## src/jtag_chain_defs.svh

```systemverilog
`ifndef JTAG_CHAIN_DEFS_SVH
`define JTAG_CHAIN_DEFS_SVH

// Clock rates in whole MHz
`define SYS_CLK_MHZ 12'h032
`define TCK_DEFAULT_MHZ 6'h04
`define TCK_MAX_MHZ 6'h06
`define MHZ_W 6

// Counter and field widths
`define CNT_W 10
`define HALF_W 5

// TMS paths, first bit in bit 0
`define TLR_BITS 3'h5
`define HEAD_IR_TMS 4'h3
`define HEAD_IR_LEN 3'h4
`define HEAD_DR_TMS 4'h1
`define HEAD_DR_LEN 3'h3

// Chain analysis
`define FLUSH_BITS 10'h100
`define ANALYSE_BITS 10'h200

// Padding bit values
`define IR_PAD_BIT 1'b1
`define DR_PAD_BIT 1'b0

`endif

```

## src/jtag_chain_pkg.sv

```systemverilog
package jtag_chain_pkg;

	// Scan kinds; the analysis kinds run back to back
	typedef enum logic [1:0] {
		KIND_IR = 2'h0,
		KIND_DR = 2'h1,
		KIND_AIR = 2'h2,
		KIND_ADR = 2'h3
	} scan_kind_t;

	// Sequencer states, Gray coded along the scan path
	typedef enum logic [2:0] {
		ST_RESET = 3'h0,
		ST_IDLE = 3'h1,
		ST_HEAD = 3'h3,
		ST_SHIFT = 3'h2,
		ST_EXIT = 3'h6,
		ST_UPDATE = 3'h7
	} tap_seq_t;

endpackage

```

## src/chain_cfg_if.sv

```systemverilog
`timescale 1ns/10ps
`include "jtag_chain_defs.svh"

interface chain_cfg_if;
	logic [`CNT_W-1:0] preIr;
	logic [`CNT_W-1:0] postIr;
	logic [`CNT_W-1:0] preDr;
	logic [`CNT_W-1:0] postDr;
	logic [`HALF_W-1:0] tckHalf;
	logic [`CNT_W-1:0] autoDevices;
	logic autoValid;

	modport calc (
		input autoDevices,
		input autoValid,
		output preIr,
		output postIr,
		output preDr,
		output postDr,
		output tckHalf
	);

	modport engine (
		output autoDevices,
		output autoValid,
		input preIr,
		input postIr,
		input preDr,
		input postDr,
		input tckHalf
	);
endinterface

```

## src/pad_rate_calc.sv

```systemverilog
`timescale 1ns/10ps
`include "jtag_chain_defs.svh"

module pad_rate_calc
	import jtag_chain_pkg::*;
#(
	parameter int MAX_DEV = 8,
	localparam int IDX_W = $clog2(MAX_DEV + 1)
) (
	input wire logic sys_clk,
	input wire logic srst,
	input wire logic chainDescValid,
	input wire logic [IDX_W-1:0] devCount,
	input wire logic [MAX_DEV-1:0][7:0] irLen,
	input wire logic [IDX_W-1:0] targetIdx,
	input wire logic fileValid,
	input wire logic [MAX_DEV-1:0][`MHZ_W-1:0] freqStmt,
	input wire logic [MAX_DEV-1:0][`MHZ_W-1:0] maxFreqNote,
	input wire logic [MAX_DEV-1:0] devTargeted,
	input wire logic forceTck,
	input wire logic [`MHZ_W-1:0] forcedMhz,
	input wire logic [`CNT_W-1:0] opPreIr,
	input wire logic [`CNT_W-1:0] opPostIr,
	chain_cfg_if.calc cfg
);

	// Smallest half period in system clocks that keeps TCK at or below mhz
	function automatic logic [`HALF_W-1:0] halfCycles(input logic [`MHZ_W-1:0] mhz);
		logic [`HALF_W-1:0] k;
		k = '1;
		for (int j = 31; j >= 1; j--) begin
			if (12'(j) * 12'(mhz) * 12'h002 >= `SYS_CLK_MHZ) begin
				k = `HALF_W'(j);
			end
		end
		return k;
	endfunction

	logic [`CNT_W-1:0] next_preIr;
	logic [`CNT_W-1:0] next_postIr;
	logic [`CNT_W-1:0] next_preDr;
	logic [`CNT_W-1:0] next_postDr;
	logic [`HALF_W-1:0] next_tckHalf;
	logic [`MHZ_W-1:0] rate;
	logic [`CNT_W-1:0] chainLen;

	// IR padding from chain description or opPreIr/opPostIr, DR padding from description or analysis; TCK rate from force, file or description
	always_comb begin
		next_preIr = '0;
		next_postIr = '0;
		next_preDr = '0;
		next_postDr = '0;
		chainLen = chainDescValid ? `CNT_W'(devCount) : cfg.autoDevices;
		for (int i = 0; i < MAX_DEV; i++) begin
			if (IDX_W'(i) < devCount) begin
				if (IDX_W'(i) < targetIdx) begin
					next_preIr = next_preIr + `CNT_W'(irLen[i]);
				end else if (IDX_W'(i) > targetIdx) begin
					next_postIr = next_postIr + `CNT_W'(irLen[i]);
				end
			end
		end
		if (!chainDescValid) begin
			next_preIr = opPreIr;
			next_postIr = opPostIr;
		end
		if (chainDescValid || cfg.autoValid) begin
			if (chainLen > `CNT_W'(targetIdx)) begin
				next_preDr = `CNT_W'(targetIdx);
				next_postDr = chainLen - `CNT_W'(targetIdx) - `CNT_W'(1);
			end
		end
		rate = `TCK_DEFAULT_MHZ;
		if (forceTck) begin
			rate = forcedMhz;
		end else if (fileValid || chainDescValid) begin
			rate = '1;
			for (int i = 0; i < MAX_DEV; i++) begin
				if (devTargeted[i] && freqStmt[i] != '0 && freqStmt[i] < rate) begin
					rate = freqStmt[i];
				end
				if (devTargeted[i] && maxFreqNote[i] != '0 && maxFreqNote[i] < rate) begin
					rate = maxFreqNote[i];
				end
			end
		end
		if (rate > `TCK_MAX_MHZ) begin
			rate = `TCK_MAX_MHZ;
		end
		if (rate == '0) begin
			rate = `MHZ_W'(1);
		end
		next_tckHalf = halfCycles(rate);
	end

	// Register the results toward the sequencer
	always_ff @(posedge sys_clk) begin
		if (srst) begin
			cfg.preIr <= '0;
			cfg.postIr <= '0;
			cfg.preDr <= '0;
			cfg.postDr <= '0;
			cfg.tckHalf <= halfCycles(`TCK_DEFAULT_MHZ);
		end else begin
			cfg.preIr <= next_preIr;
			cfg.postIr <= next_postIr;
			cfg.preDr <= next_preDr;
			cfg.postDr <= next_postDr;
			cfg.tckHalf <= next_tckHalf;
		end
	end

endmodule

```

## src/jtag_chain_ctrl.sv

```systemverilog
`timescale 1ns/10ps
`include "jtag_chain_defs.svh"


module jtag_chain_ctrl
	import jtag_chain_pkg::*;
#(
	parameter int MAX_DEV = 8,
	parameter int MAX_DR = 64,
	localparam int IDX_W = $clog2(MAX_DEV + 1)
) (
	input wire logic sys_clk,
	input wire logic srst,
	input wire logic cmdValid,
	input wire scan_kind_t cmdKind,
	input wire logic [MAX_DR-1:0] cmdData,
	input wire logic [`CNT_W-1:0] cmdLen,
	output logic cmdReady,
	output logic respValid,
	output logic [MAX_DR-1:0] respData,
	input wire logic chainDescValid,
	input wire logic [IDX_W-1:0] devCount,
	input wire logic [MAX_DEV-1:0][7:0] irLen,
	input wire logic [IDX_W-1:0] targetIdx,
	input wire logic fileValid,
	input wire logic [MAX_DEV-1:0][`MHZ_W-1:0] freqStmt,
	input wire logic [MAX_DEV-1:0][`MHZ_W-1:0] maxFreqNote,
	input wire logic [MAX_DEV-1:0] devTargeted,
	input wire logic forceTck,
	input wire logic [`MHZ_W-1:0] forcedMhz,
	input wire logic [`CNT_W-1:0] opPreIr,
	input wire logic [`CNT_W-1:0] opPostIr,
	output logic tck,
	output logic tms,
	output logic tdi,
	input wire logic tdo,
	output logic [`CNT_W-1:0] chainDevices,
	output logic [`CNT_W-1:0] chainIrTotal,
	output logic analyseOk
);

	// TMS path from Run-Test/Idle into the shift state
	function automatic logic [3:0] headTms(input scan_kind_t k);
		return (k == KIND_IR || k == KIND_AIR) ? `HEAD_IR_TMS : `HEAD_DR_TMS;
	endfunction

	function automatic logic [2:0] headLen(input scan_kind_t k);
		return (k == KIND_IR || k == KIND_AIR) ? `HEAD_IR_LEN : `HEAD_DR_LEN;
	endfunction

	chain_cfg_if cfg();

	pad_rate_calc #(
		.MAX_DEV(MAX_DEV)
	) calc (
		.sys_clk(sys_clk),
		.srst(srst),
		.chainDescValid(chainDescValid),
		.devCount(devCount),
		.irLen(irLen),
		.targetIdx(targetIdx),
		.fileValid(fileValid),
		.freqStmt(freqStmt),
		.maxFreqNote(maxFreqNote),
		.devTargeted(devTargeted),
		.forceTck(forceTck),
		.forcedMhz(forcedMhz),
		.opPreIr(opPreIr),
		.opPostIr(opPostIr),
		.cfg(cfg.calc)
	);

	// Returning TDO: three flops, accepted when the last two agree
	logic tdoS1;
	logic tdoS2;
	logic tdoS3;
	logic tdoIn;
	logic next_tdoIn;

	always_comb begin
		next_tdoIn = (tdoS2 == tdoS3) ? tdoS3 : tdoIn;
	end

	always_ff @(posedge sys_clk) begin
		if (srst) begin
			tdoS1 <= 1'b0;
			tdoS2 <= 1'b0;
			tdoS3 <= 1'b0;
			tdoIn <= 1'b0;
		end else begin
			tdoS1 <= tdo;
			tdoS2 <= tdoS1;
			tdoS3 <= tdoS2;
			tdoIn <= next_tdoIn;
		end
	end

	// TCK divider, free running at the selected rate
	logic [`HALF_W-1:0] div;
	logic [`HALF_W-1:0] next_div;
	logic next_tck;
	logic tckRise;
	logic tckFall;

	always_comb begin
		next_tck = tck;
		tckRise = 1'b0;
		tckFall = 1'b0;
		if (div == '0) begin
			next_div = cfg.tckHalf - `HALF_W'(1);
			next_tck = ~tck;
			tckRise = ~tck;
			tckFall = tck;
		end else begin
			next_div = div - `HALF_W'(1);
		end
	end

	always_ff @(posedge sys_clk) begin
		if (srst) begin
			div <= '0;
			tck <= 1'b0;
		end else begin
			div <= next_div;
			tck <= next_tck;
		end
	end

	// Scan sequencer state
	tap_seq_t state;
	tap_seq_t next_state;
	scan_kind_t kind;
	scan_kind_t next_kind;
	logic [2:0] hdrCnt;
	logic [2:0] next_hdrCnt;
	logic [`CNT_W-1:0] pos;
	logic [`CNT_W-1:0] next_pos;
	logic [`CNT_W-1:0] pre;
	logic [`CNT_W-1:0] next_pre;
	logic [`CNT_W-1:0] tgtEnd;
	logic [`CNT_W-1:0] next_tgtEnd;
	logic [`CNT_W-1:0] total;
	logic [`CNT_W-1:0] next_total;
	logic [`CNT_W-1:0] len;
	logic [`CNT_W-1:0] next_len;
	logic [`CNT_W-1:0] measCnt;
	logic [`CNT_W-1:0] next_measCnt;
	logic [MAX_DR-1:0] txReg;
	logic [MAX_DR-1:0] next_txReg;
	logic [MAX_DR-1:0] rxReg;
	logic [MAX_DR-1:0] next_rxReg;
	logic found;
	logic next_found;
	logic next_tms;
	logic next_tdi;
	logic next_cmdReady;
	logic next_respValid;
	logic [MAX_DR-1:0] next_respData;
	logic [`CNT_W-1:0] next_chainDevices;
	logic [`CNT_W-1:0] next_chainIrTotal;
	logic next_analyseOk;
	logic inTarget;
	logic nextInTarget;
	logic userScan;

	// Next state of the scan engine; TAP moves on rising TCK
	always_comb begin
		next_state = state;
		next_kind = kind;
		next_hdrCnt = hdrCnt;
		next_pos = pos;
		next_pre = pre;
		next_tgtEnd = tgtEnd;
		next_total = total;
		next_len = len;
		next_measCnt = measCnt;
		next_txReg = txReg;
		next_rxReg = rxReg;
		next_found = found;
		next_respValid = 1'b0;
		next_respData = respData;
		next_chainDevices = chainDevices;
		next_chainIrTotal = chainIrTotal;
		next_analyseOk = analyseOk;
		userScan = (kind == KIND_IR || kind == KIND_DR);
		inTarget = (pos >= pre) && (pos < tgtEnd);
		unique case (state)
			ST_RESET: begin
				if (tckRise) begin
					next_hdrCnt = hdrCnt + 3'h1;
					if (hdrCnt == `TLR_BITS - 3'h1) begin
						next_state = ST_IDLE;
					end
				end
			end
			ST_IDLE: begin
				if (cmdValid && cmdReady && tckFall) begin
					next_state = ST_HEAD;
					next_hdrCnt = '0;
					next_pos = '0;
					next_found = 1'b0;
					next_len = cmdLen;
					next_txReg = cmdData;
					next_rxReg = '0;
					if (cmdKind == KIND_IR) begin
						next_kind = KIND_IR;
						next_pre = cfg.preIr;
						next_tgtEnd = cfg.preIr + cmdLen;
						next_total = cfg.preIr + cmdLen + cfg.postIr;
					end else if (cmdKind == KIND_DR) begin
						next_kind = KIND_DR;
						next_pre = cfg.preDr;
						next_tgtEnd = cfg.preDr + cmdLen;
						next_total = cfg.preDr + cmdLen + cfg.postDr;
					end else begin
						next_kind = KIND_AIR;
						next_pre = `FLUSH_BITS;
						next_tgtEnd = `FLUSH_BITS;
						next_total = `ANALYSE_BITS;
					end
				end
			end
			ST_HEAD: begin
				if (tckRise) begin
					next_hdrCnt = hdrCnt + 3'h1;
					if (hdrCnt == headLen(kind) - 3'h1) begin
						next_state = ST_SHIFT;
						next_pos = '0;
					end
				end
			end
			ST_SHIFT: begin
				if (tckRise) begin
					next_pos = pos + `CNT_W'(1);
					if (userScan) begin
						if (inTarget) begin
							next_txReg = txReg >> 1;
							next_rxReg = {tdoIn, rxReg[MAX_DR-1:1]};
						end
						if (pos == total - `CNT_W'(1)) begin
							next_state = ST_EXIT;
						end
					end else if (found || pos == total - `CNT_W'(1)) begin
						next_state = ST_EXIT;
					end else if (pos >= pre && tdoIn) begin
						next_found = 1'b1;
						next_measCnt = pos - pre;
					end
				end
			end
			ST_EXIT: begin
				if (tckRise) begin
					next_state = ST_UPDATE;
				end
			end
			ST_UPDATE: begin
				if (tckRise) begin
					if (kind == KIND_AIR) begin
						next_chainIrTotal = found ? measCnt : '0;
						next_kind = KIND_ADR;
						next_state = ST_HEAD;
						next_hdrCnt = '0;
						next_pos = '0;
						next_found = 1'b0;
					end else begin
						next_state = ST_IDLE;
						next_respValid = 1'b1;
						if (kind == KIND_ADR) begin
							next_chainDevices = found ? measCnt : '0;
							next_analyseOk = found && measCnt != '0 && chainIrTotal != '0;
						end else begin
							next_respData = rxReg >> (`CNT_W'(MAX_DR) - len);
						end
					end
				end
			end
		endcase
		next_cmdReady = (next_state == ST_IDLE);
	end

	// TMS and TDI change on falling TCK for the coming rise
	always_comb begin
		next_tms = tms;
		next_tdi = tdi;
		nextInTarget = (next_pos >= next_pre) && (next_pos < next_tgtEnd);
		if (tckFall) begin
			next_tdi = 1'b1;
			unique case (next_state)
				ST_RESET: next_tms = 1'b1;
				ST_IDLE: next_tms = 1'b0;
				ST_HEAD: next_tms = headTms(next_kind)[next_hdrCnt[1:0]];
				ST_SHIFT: begin
					next_tms = (next_pos == next_total - `CNT_W'(1)) || next_found;
					if (next_kind == KIND_IR) begin
						next_tdi = nextInTarget ? next_txReg[0] : `IR_PAD_BIT;
					end else if (next_kind == KIND_DR) begin
						next_tdi = nextInTarget ? next_txReg[0] : `DR_PAD_BIT;
					end else begin
						next_tdi = (next_pos >= next_pre);
					end
				end
				ST_EXIT: next_tms = 1'b1;
				ST_UPDATE: next_tms = 1'b0;
			endcase
		end
	end

	// Sequencer registers
	always_ff @(posedge sys_clk) begin
		if (srst) begin
			state <= ST_RESET;
			kind <= KIND_IR;
			hdrCnt <= '0;
			pos <= '0;
			pre <= '0;
			tgtEnd <= '0;
			total <= '0;
			len <= '0;
			measCnt <= '0;
			txReg <= '0;
			rxReg <= '0;
			found <= 1'b0;
			tms <= 1'b1;
			tdi <= 1'b1;
			cmdReady <= 1'b0;
			respValid <= 1'b0;
			respData <= '0;
			chainDevices <= '0;
			chainIrTotal <= '0;
			analyseOk <= 1'b0;
		end else begin
			state <= next_state;
			kind <= next_kind;
			hdrCnt <= next_hdrCnt;
			pos <= next_pos;
			pre <= next_pre;
			tgtEnd <= next_tgtEnd;
			total <= next_total;
			len <= next_len;
			measCnt <= next_measCnt;
			txReg <= next_txReg;
			rxReg <= next_rxReg;
			found <= next_found;
			tms <= next_tms;
			tdi <= next_tdi;
			cmdReady <= next_cmdReady;
			respValid <= next_respValid;
			respData <= next_respData;
			chainDevices <= next_chainDevices;
			chainIrTotal <= next_chainIrTotal;
			analyseOk <= next_analyseOk;
		end
	end

	assign cfg.autoDevices = chainDevices;
	assign cfg.autoValid = analyseOk;

endmodule

```

## config.mk

```make
export PLATFORM = sky130hd
export DESIGN_NAME = jtag_chain_ctrl
export DESIGN_NICKNAME = d
export VERILOG_FILES = /design/src/jtag_chain_pkg.sv /design/src/chain_cfg_if.sv /design/src/pad_rate_calc.sv /design/src/jtag_chain_ctrl.sv
export VERILOG_INCLUDE_DIRS = /design/src /design/src/src
export SDC_FILE = /design/constraint.sdc
export NUM_CORES = 2
export LEC_CHECK = 0
export BUFFER_PORTS_ARGS = -buffer_cell sky130_fd_sc_hd__buf_2
export CAP_MARGIN = 20
export CORE_ASPECT_RATIO = 1.2
export CORE_MARGIN = 2
export CORE_UTILIZATION = 30
export DETAILED_ROUTE_END_ITERATION = 7
export GPL_TIMING_DRIVEN = 1
export HOLD_SLACK_MARGIN = 0.06
export SLEW_MARGIN = 20
export SYNTH_ARGS = -nofsm -noshare
export SYNTH_HDL_FRONTEND = slang
export SYNTH_SLANG_ARGS = --single-unit
```

## constraint.sdc

```tcl
create_clock -name sys_clk -period 28.4 [get_ports sys_clk]
set_input_delay 2.84 -clock sys_clk [delete_from_list [all_inputs] [get_ports sys_clk]]
set_output_delay 2.84 -clock sys_clk [all_outputs]
set_load 0.05 [all_outputs]
```

==> run_summary.xml <==
<?xml version="1.0" encoding="UTF-8"?>
<metrics>
  <group name="finish">
    <metric name="layout.cells.most_common" unit="">sky130_fd_sc_hd__nand2_1</metric>
    <metric name="drive_above_1_share" unit="">0.216</metric>
    <metric name="flow.area_growth_from_synthesis" unit="%">25.1</metric>
    <metric name="final_nets" unit="">5876</metric>
    <metric name="multiInputGateArea" unit="sq mm">0.0272</metric>
    <metric name="regArea" unit="sq mm">0.00671</metric>
    <metric name="mostFrequentLayoutCells" unit="">495 x sky130_fd_sc_hd__nand2_1, 450 x sky130_fd_sc_hd__nor2_1, 425 x sky130_fd_sc_hd__a21oi_1, 371 x sky130_fd_sc_hd__buf_2, 341 x sky130_fd_sc_hd__buf_4</metric>
    <metric name="layout.core_utilization" unit="">0.378</metric>
    <metric name="n_fill_cell" unit="">11900</metric>
    <metric name="fin_cells" unit="">6773</metric>
  </group>
  <group name="floorplanning">
    <metric name="rows" unit="">136</metric>
    <metric name="design.die.area" unit="sq mm">0.118</metric>
    <metric name="die_height" unit="um">376</metric>
    <metric name="placeableCoreArea" unit="sq mm">0.114</metric>
    <metric name="io_pins" unit="">375</metric>
    <metric name="die_width" unit="um">314</metric>
    <metric name="initial_utilization" unit="">0.302</metric>
  </group>
  <group name="setup_path">
    <metric name="crit_arrival" unit="ns">28.89</metric>
    <metric name="worst_r2r_startpoint" unit="">div[3]</metric>
    <metric name="cp_top_family" unit="">compound AO/OA/AOI/OAI gates</metric>
    <metric name="setup.worst_path.start_class" unit="">input port</metric>
    <metric name="cp_slowest_stage_delay" unit="ns">0.55</metric>
    <metric name="setup.reg_to_reg.worst_slack" unit="ns">22.41</metric>
    <metric name="critical_path.endpoint_type" unit="">flop</metric>
    <metric name="crit_path_start" unit="">freqStmt[5]</metric>
    <metric name="critPathMaxFanout" unit="">8</metric>
    <metric name="timing.critical_path.depth" unit="">147</metric>
    <metric name="regToRegEndpoint" unit="">tdi</metric>
    <metric name="required" unit="ns">28.88</metric>
    <metric name="critical_path_buf_inv_count" unit="">17</metric>
    <metric name="crit_path_end" unit="">calc.cfg.tckHalf[0]</metric>
    <metric name="timing_worst_setup_path_type" unit="">input port to flop</metric>
    <metric name="cell_with_the_largest_stage_delay_on_the_worst_path" unit="">sky130_fd_sc_hd__or4_1</metric>
    <metric name="path_common_cell" unit="">sky130_fd_sc_hd__ha_4</metric>
    <metric name="r2r.worst_path.cells" unit="">27</metric>
  </group>
  <group name="place">
    <metric name="routability_driven_placement_congestion_ratio" unit="">0.940</metric>
    <metric name="dp.cells" unit="">6605</metric>
    <metric name="portBuffers" unit="">374</metric>
    <metric name="place_hpwl" unit="mm">94.8</metric>
  </group>
  <group name="grt">
    <metric name="grt_pass1_wl" unit="mm">186</metric>
    <metric name="gr-usage-all-layers" unit="">0.194</metric>
    <metric name="grt_overflow_total" unit="">0</metric>
    <metric name="largest_net_degree_at_the_start_of_global_routing" unit="">104</metric>
    <metric name="grt_antenna_before_repair" unit="">42</metric>
    <metric name="via_count_of_the_first_global_routing_pass" unit="">34200</metric>
  </group>
  <group name="sta">
    <metric name="max_freq" unit="MHz">35.2</metric>
    <metric name="layout_min_cycle_time" unit="ns">28.40</metric>
    <metric name="finalClockSkew" unit="ns">0.0402</metric>
    <metric name="worstMarginPinSlew" unit="ns">1.10</metric>
    <metric name="slew_headroom" unit="">0.265</metric>
    <metric name="hold_viol_final" unit="">0</metric>
    <metric name="number_of_failing_setup_endpoints_in_the_final_timing_report" unit="">1</metric>
    <metric name="report.final.slew_viol_count" unit="">0</metric>
    <metric name="final_min_period_over_clock_period" unit="">1.00</metric>
    <metric name="rsz_0062_raised_after_global_routing" unit="">yes</metric>
    <metric name="postLayoutSetupSlackWorst" unit="ns">-0.00471</metric>
  </group>
  <group name="status">
    <metric name="violated_checks" unit="">setup timing</metric>
    <metric name="run_status" unit="">finished, violations left</metric>
  </group>
  <group name="yosys">
    <metric name="synth.avg_cell_area" unit="sq um">7.55</metric>
    <metric name="synthDominantCellAreaShare" unit="">0.194</metric>
    <metric name="post_synth_and_or_nand_nor_area_fraction" unit="">0.206</metric>
    <metric name="synth_fa_ha_area_frac" unit="">0.162</metric>
    <metric name="postSynthRegisterBits" unit="">335</metric>
    <metric name="synthesis.yosys.warnings" unit="">0</metric>
    <metric name="synthCells" unit="">4571</metric>
    <metric name="count_of_distinct_cell_types_in_the_synthesized_netlist" unit="">114</metric>
    <metric name="synth.area.top_cells" unit="">sky130_fd_sc_hd__dfxtp_1 19%, sky130_fd_sc_hd__ha_1 12%, sky130_fd_sc_hd__a21oi_1 6.5%</metric>
    <metric name="synth_top_family_by_area" unit="">compound AO/OA/AOI/OAI gates</metric>
    <metric name="synthArstFlopShare" unit="">0</metric>
    <metric name="synth_seq_area_share" unit="">0.194</metric>
    <metric name="synth-edff-count" unit="">0</metric>
    <metric name="synth_xor_xnor_area_share" unit="">0.0553</metric>
    <metric name="yosys-mux-area-fraction" unit="">0.0733</metric>
    <metric name="synth_area_leader_cell" unit="">sky130_fd_sc_hd__dfxtp_1</metric>
    <metric name="netlist_area" unit="sq mm">0.0345</metric>
    <metric name="synth_ff_type" unit="">sky130_fd_sc_hd__dfxtp_1</metric>
    <metric name="synth_compound_gate_area_share" unit="">0.246</metric>
  </group>
  <group name="route">
    <metric name="detailed_routed_wire_length_on_met2" unit="mm">57.3</metric>
    <metric name="routed_wire_length" unit="mm">119</metric>
    <metric name="route.layer.met1.wl" unit="mm">50.8</metric>
    <metric name="dr_pass1_iterations" unit="">6</metric>
    <metric name="maxUsedRoutingLayer" unit="">met5</metric>
    <metric name="ant_nets" unit="">0</metric>
    <metric name="route.met3.wl" unit="mm">5.88</metric>
    <metric name="drtIter0Drc" unit="">2623</metric>
    <metric name="routed-via-count" unit="">35400</metric>
    <metric name="route.detailed.vias_per_inst" unit="">5.23</metric>
    <metric name="detail_route.drc_violations" unit="">0</metric>
    <metric name="routed_wire_length_per_instance" unit="um">17.6</metric>
  </group>
  <group name="clock_network">
    <metric name="cts_made_buffers" unit="">42</metric>
    <metric name="clock_insertion_delay_worst_skew" unit="ns">0.59</metric>
    <metric name="clockBufferDepth" unit="">3</metric>
    <metric name="hold_buffers" unit="">0</metric>
    <metric name="cts_root_buffer" unit="">sky130_fd_sc_hd__clkbuf_16</metric>
    <metric name="clock_tree_from_tritoncts" unit="">done</metric>
    <metric name="path_clk_slew" unit="ns">0.06</metric>
    <metric name="clock-sinks" unit="">335</metric>
    <metric name="cts_htree_levels" unit="">2</metric>
  </group>
  <group name="power">
    <metric name="worst_ir_drop_vdd" unit="mV">0.118</metric>
    <metric name="static-leakage-power" unit="nW">18.5</metric>
    <metric name="total_power_density_per_cell_area" unit="mW/mm^2">100</metric>
  </group>
  <group name="run">
    <metric name="count_of_max_cap_constraint_violations" unit="">0</metric>
  </group>
  <group name="min_path">
    <metric name="holdCritPathClass" unit="">flop to flop</metric>
  </group>
</metrics>
[sequential cells by signal, summed over array words and instances, names as in the netlist, 2 cells and up]
signal and flops:
respData 64, rxReg 64, txReg 64, calc.cfg.postDr 10
calc.cfg.postIr 10, calc.cfg.preIr 10, chainDevices 10, chainIrTotal 10
len 10, measCnt 10, pos 10, pre 10
tgtEnd 10, total 10, calc.cfg.tckHalf 5, div 5
calc.cfg.preDr 4, hdrCnt 3, state 3, kind 2
[routing by layer]
layer,track usage,up-vias
met2,0.332,974
met3,0.0260,252
li1,-,17500
met5,0,-
met4,0.0889,14
met1,0.242,16700
[synthesized netlist by cell type, types with 10 or more instances]
cell type / n
sky130_fd_sc_hd__nand2_1: 508
sky130_fd_sc_hd__nor2_1: 468
sky130_fd_sc_hd__a21oi_1: 449
sky130_fd_sc_hd__dfxtp_1: 335
sky130_fd_sc_hd__ha_1: 333
sky130_fd_sc_hd__inv_1: 325
sky130_fd_sc_hd__o21ai_0: 258
sky130_fd_sc_hd__clkbuf_1: 183
sky130_fd_sc_hd__nand3_1: 159
sky130_fd_sc_hd__xnor2_1: 143
sky130_fd_sc_hd__a22oi_1: 101
sky130_fd_sc_hd__a21o_1: 85
sky130_fd_sc_hd__nor2b_1: 83
sky130_fd_sc_hd__mux2i_1: 79
sky130_fd_sc_hd__nor3_1: 75
sky130_fd_sc_hd__xor2_1: 75
sky130_fd_sc_hd__fa_1: 66
sky130_fd_sc_hd__mux2_2: 59
sky130_fd_sc_hd__nand2b_1: 53
sky130_fd_sc_hd__and2_1: 46
sky130_fd_sc_hd__o211ai_1: 44
sky130_fd_sc_hd__o21bai_1: 44
sky130_fd_sc_hd__mux4_2: 43
sky130_fd_sc_hd__a31oi_1: 36
sky130_fd_sc_hd__a211oi_1: 32
sky130_fd_sc_hd__nor4_1: 29
sky130_fd_sc_hd__and3_1: 25
sky130_fd_sc_hd__o2111ai_1: 25
sky130_fd_sc_hd__a222oi_1: 24
sky130_fd_sc_hd__buf_1: 19
sky130_fd_sc_hd__o21a_1: 18
sky130_fd_sc_hd__or4_1: 17
sky130_fd_sc_hd__nand4_1: 16
sky130_fd_sc_hd__o22ai_1: 16
sky130_fd_sc_hd__o31ai_1: 16
sky130_fd_sc_hd__or3_1: 14
sky130_fd_sc_hd__maj3_1: 12
sky130_fd_sc_hd__nor3b_1: 12
sky130_fd_sc_hd__or2_2: 11
sky130_fd_sc_hd__a32oi_1: 10
[cell type report]
cell class | instances | share of cell area
multi-input cells | 3758 | 0.630
flip-flops and latches | 335 | 0.155
repair buffers | 725 | 0.107
well taps | 1518 | 0.0440
inverters | 330 | 0.0292
clock buffers | 54 | 0.0268
clock inverters | 20 | 0.00574
diodes | 33 | 0.00191
[per-stage QoR]
step	setup WS [ns]	hold WS [ns]	setup TNS [ns]	cell area (sq um)	total power, mW
2_1_floorplan	-0.555	0.414	-2.03	35400	2.49
3_3_place_gp	-0.401	0.435	-1.16	40600	3.46
3_5_place_dp	-1.18	0.441	-4.81	40600	3.51
4_1_cts	0.0305	0.454	0	42300	4.15
5_1_grt	-1.15	0.468	-5.32	43200	4.73
6_report	-0.00471	0.454	-0.00471	43200	4.34
[how the worst min path moves through the flow]
| stage | startpoint | endpoint | slack, ns | depth (start not counted) |
|---|---|---|---|---|
| finish | rxReg[0] | rxReg[0] | 0.45 | 2 |
| detailed placement | tdoS1 | tdoS2 | 0.44 | 1 |
| global route | rxReg[0] | rxReg[0] | 0.47 | 2 |
| CTS | tdoS3 | tdoIn | 0.45 | 2 |
| global placement | tdoS1 | tdoS2 | 0.43 | 1 |
| floorplan | tdoS1 | tdoS2 | 0.41 | 1 |
[worst min-delay path, cell delays in order, from the launching register on]
cell and delay [ns]:
sky130_fd_sc_hd__dfxtp_1 0.31, sky130_fd_sc_hd__nand2_1 0.05, sky130_fd_sc_hd__a21oi_1 0.05
[power breakdown]
part	leakage, nW	internal (mW)	total [mW]	switching (mW)
Sequential	2.71	0.481	0.489	0.00841
Combinational	15.1	1.63	3.29	1.66
Clock	0.683	0.326	0.556	0.230
Total	18.5	2.44	4.34	1.90
[timing repair]
action | in CTS | in global routing
endpoints found under the hold margin | 0 | 0
pin swaps | 26 | 124
setup buffers | 24 | 37
gates resized for setup | 28 | 103
setup endpoints to repair | 5 | 5
[logic make-up after synthesis]
| group | count (synthesis) |
|---|---|
| adders and majority gates | 411 |
| DFF | 335 |
| AOI/OAI and AO/OA | 1313 |
| xor gates and xnor gates | 218 |
| muxes | 188 |
| other | 2 |
| and+or+nand+nor | 1555 |
| buffers and inverters | 549 |
Note: power is estimated with default switching activity, not from simulation.
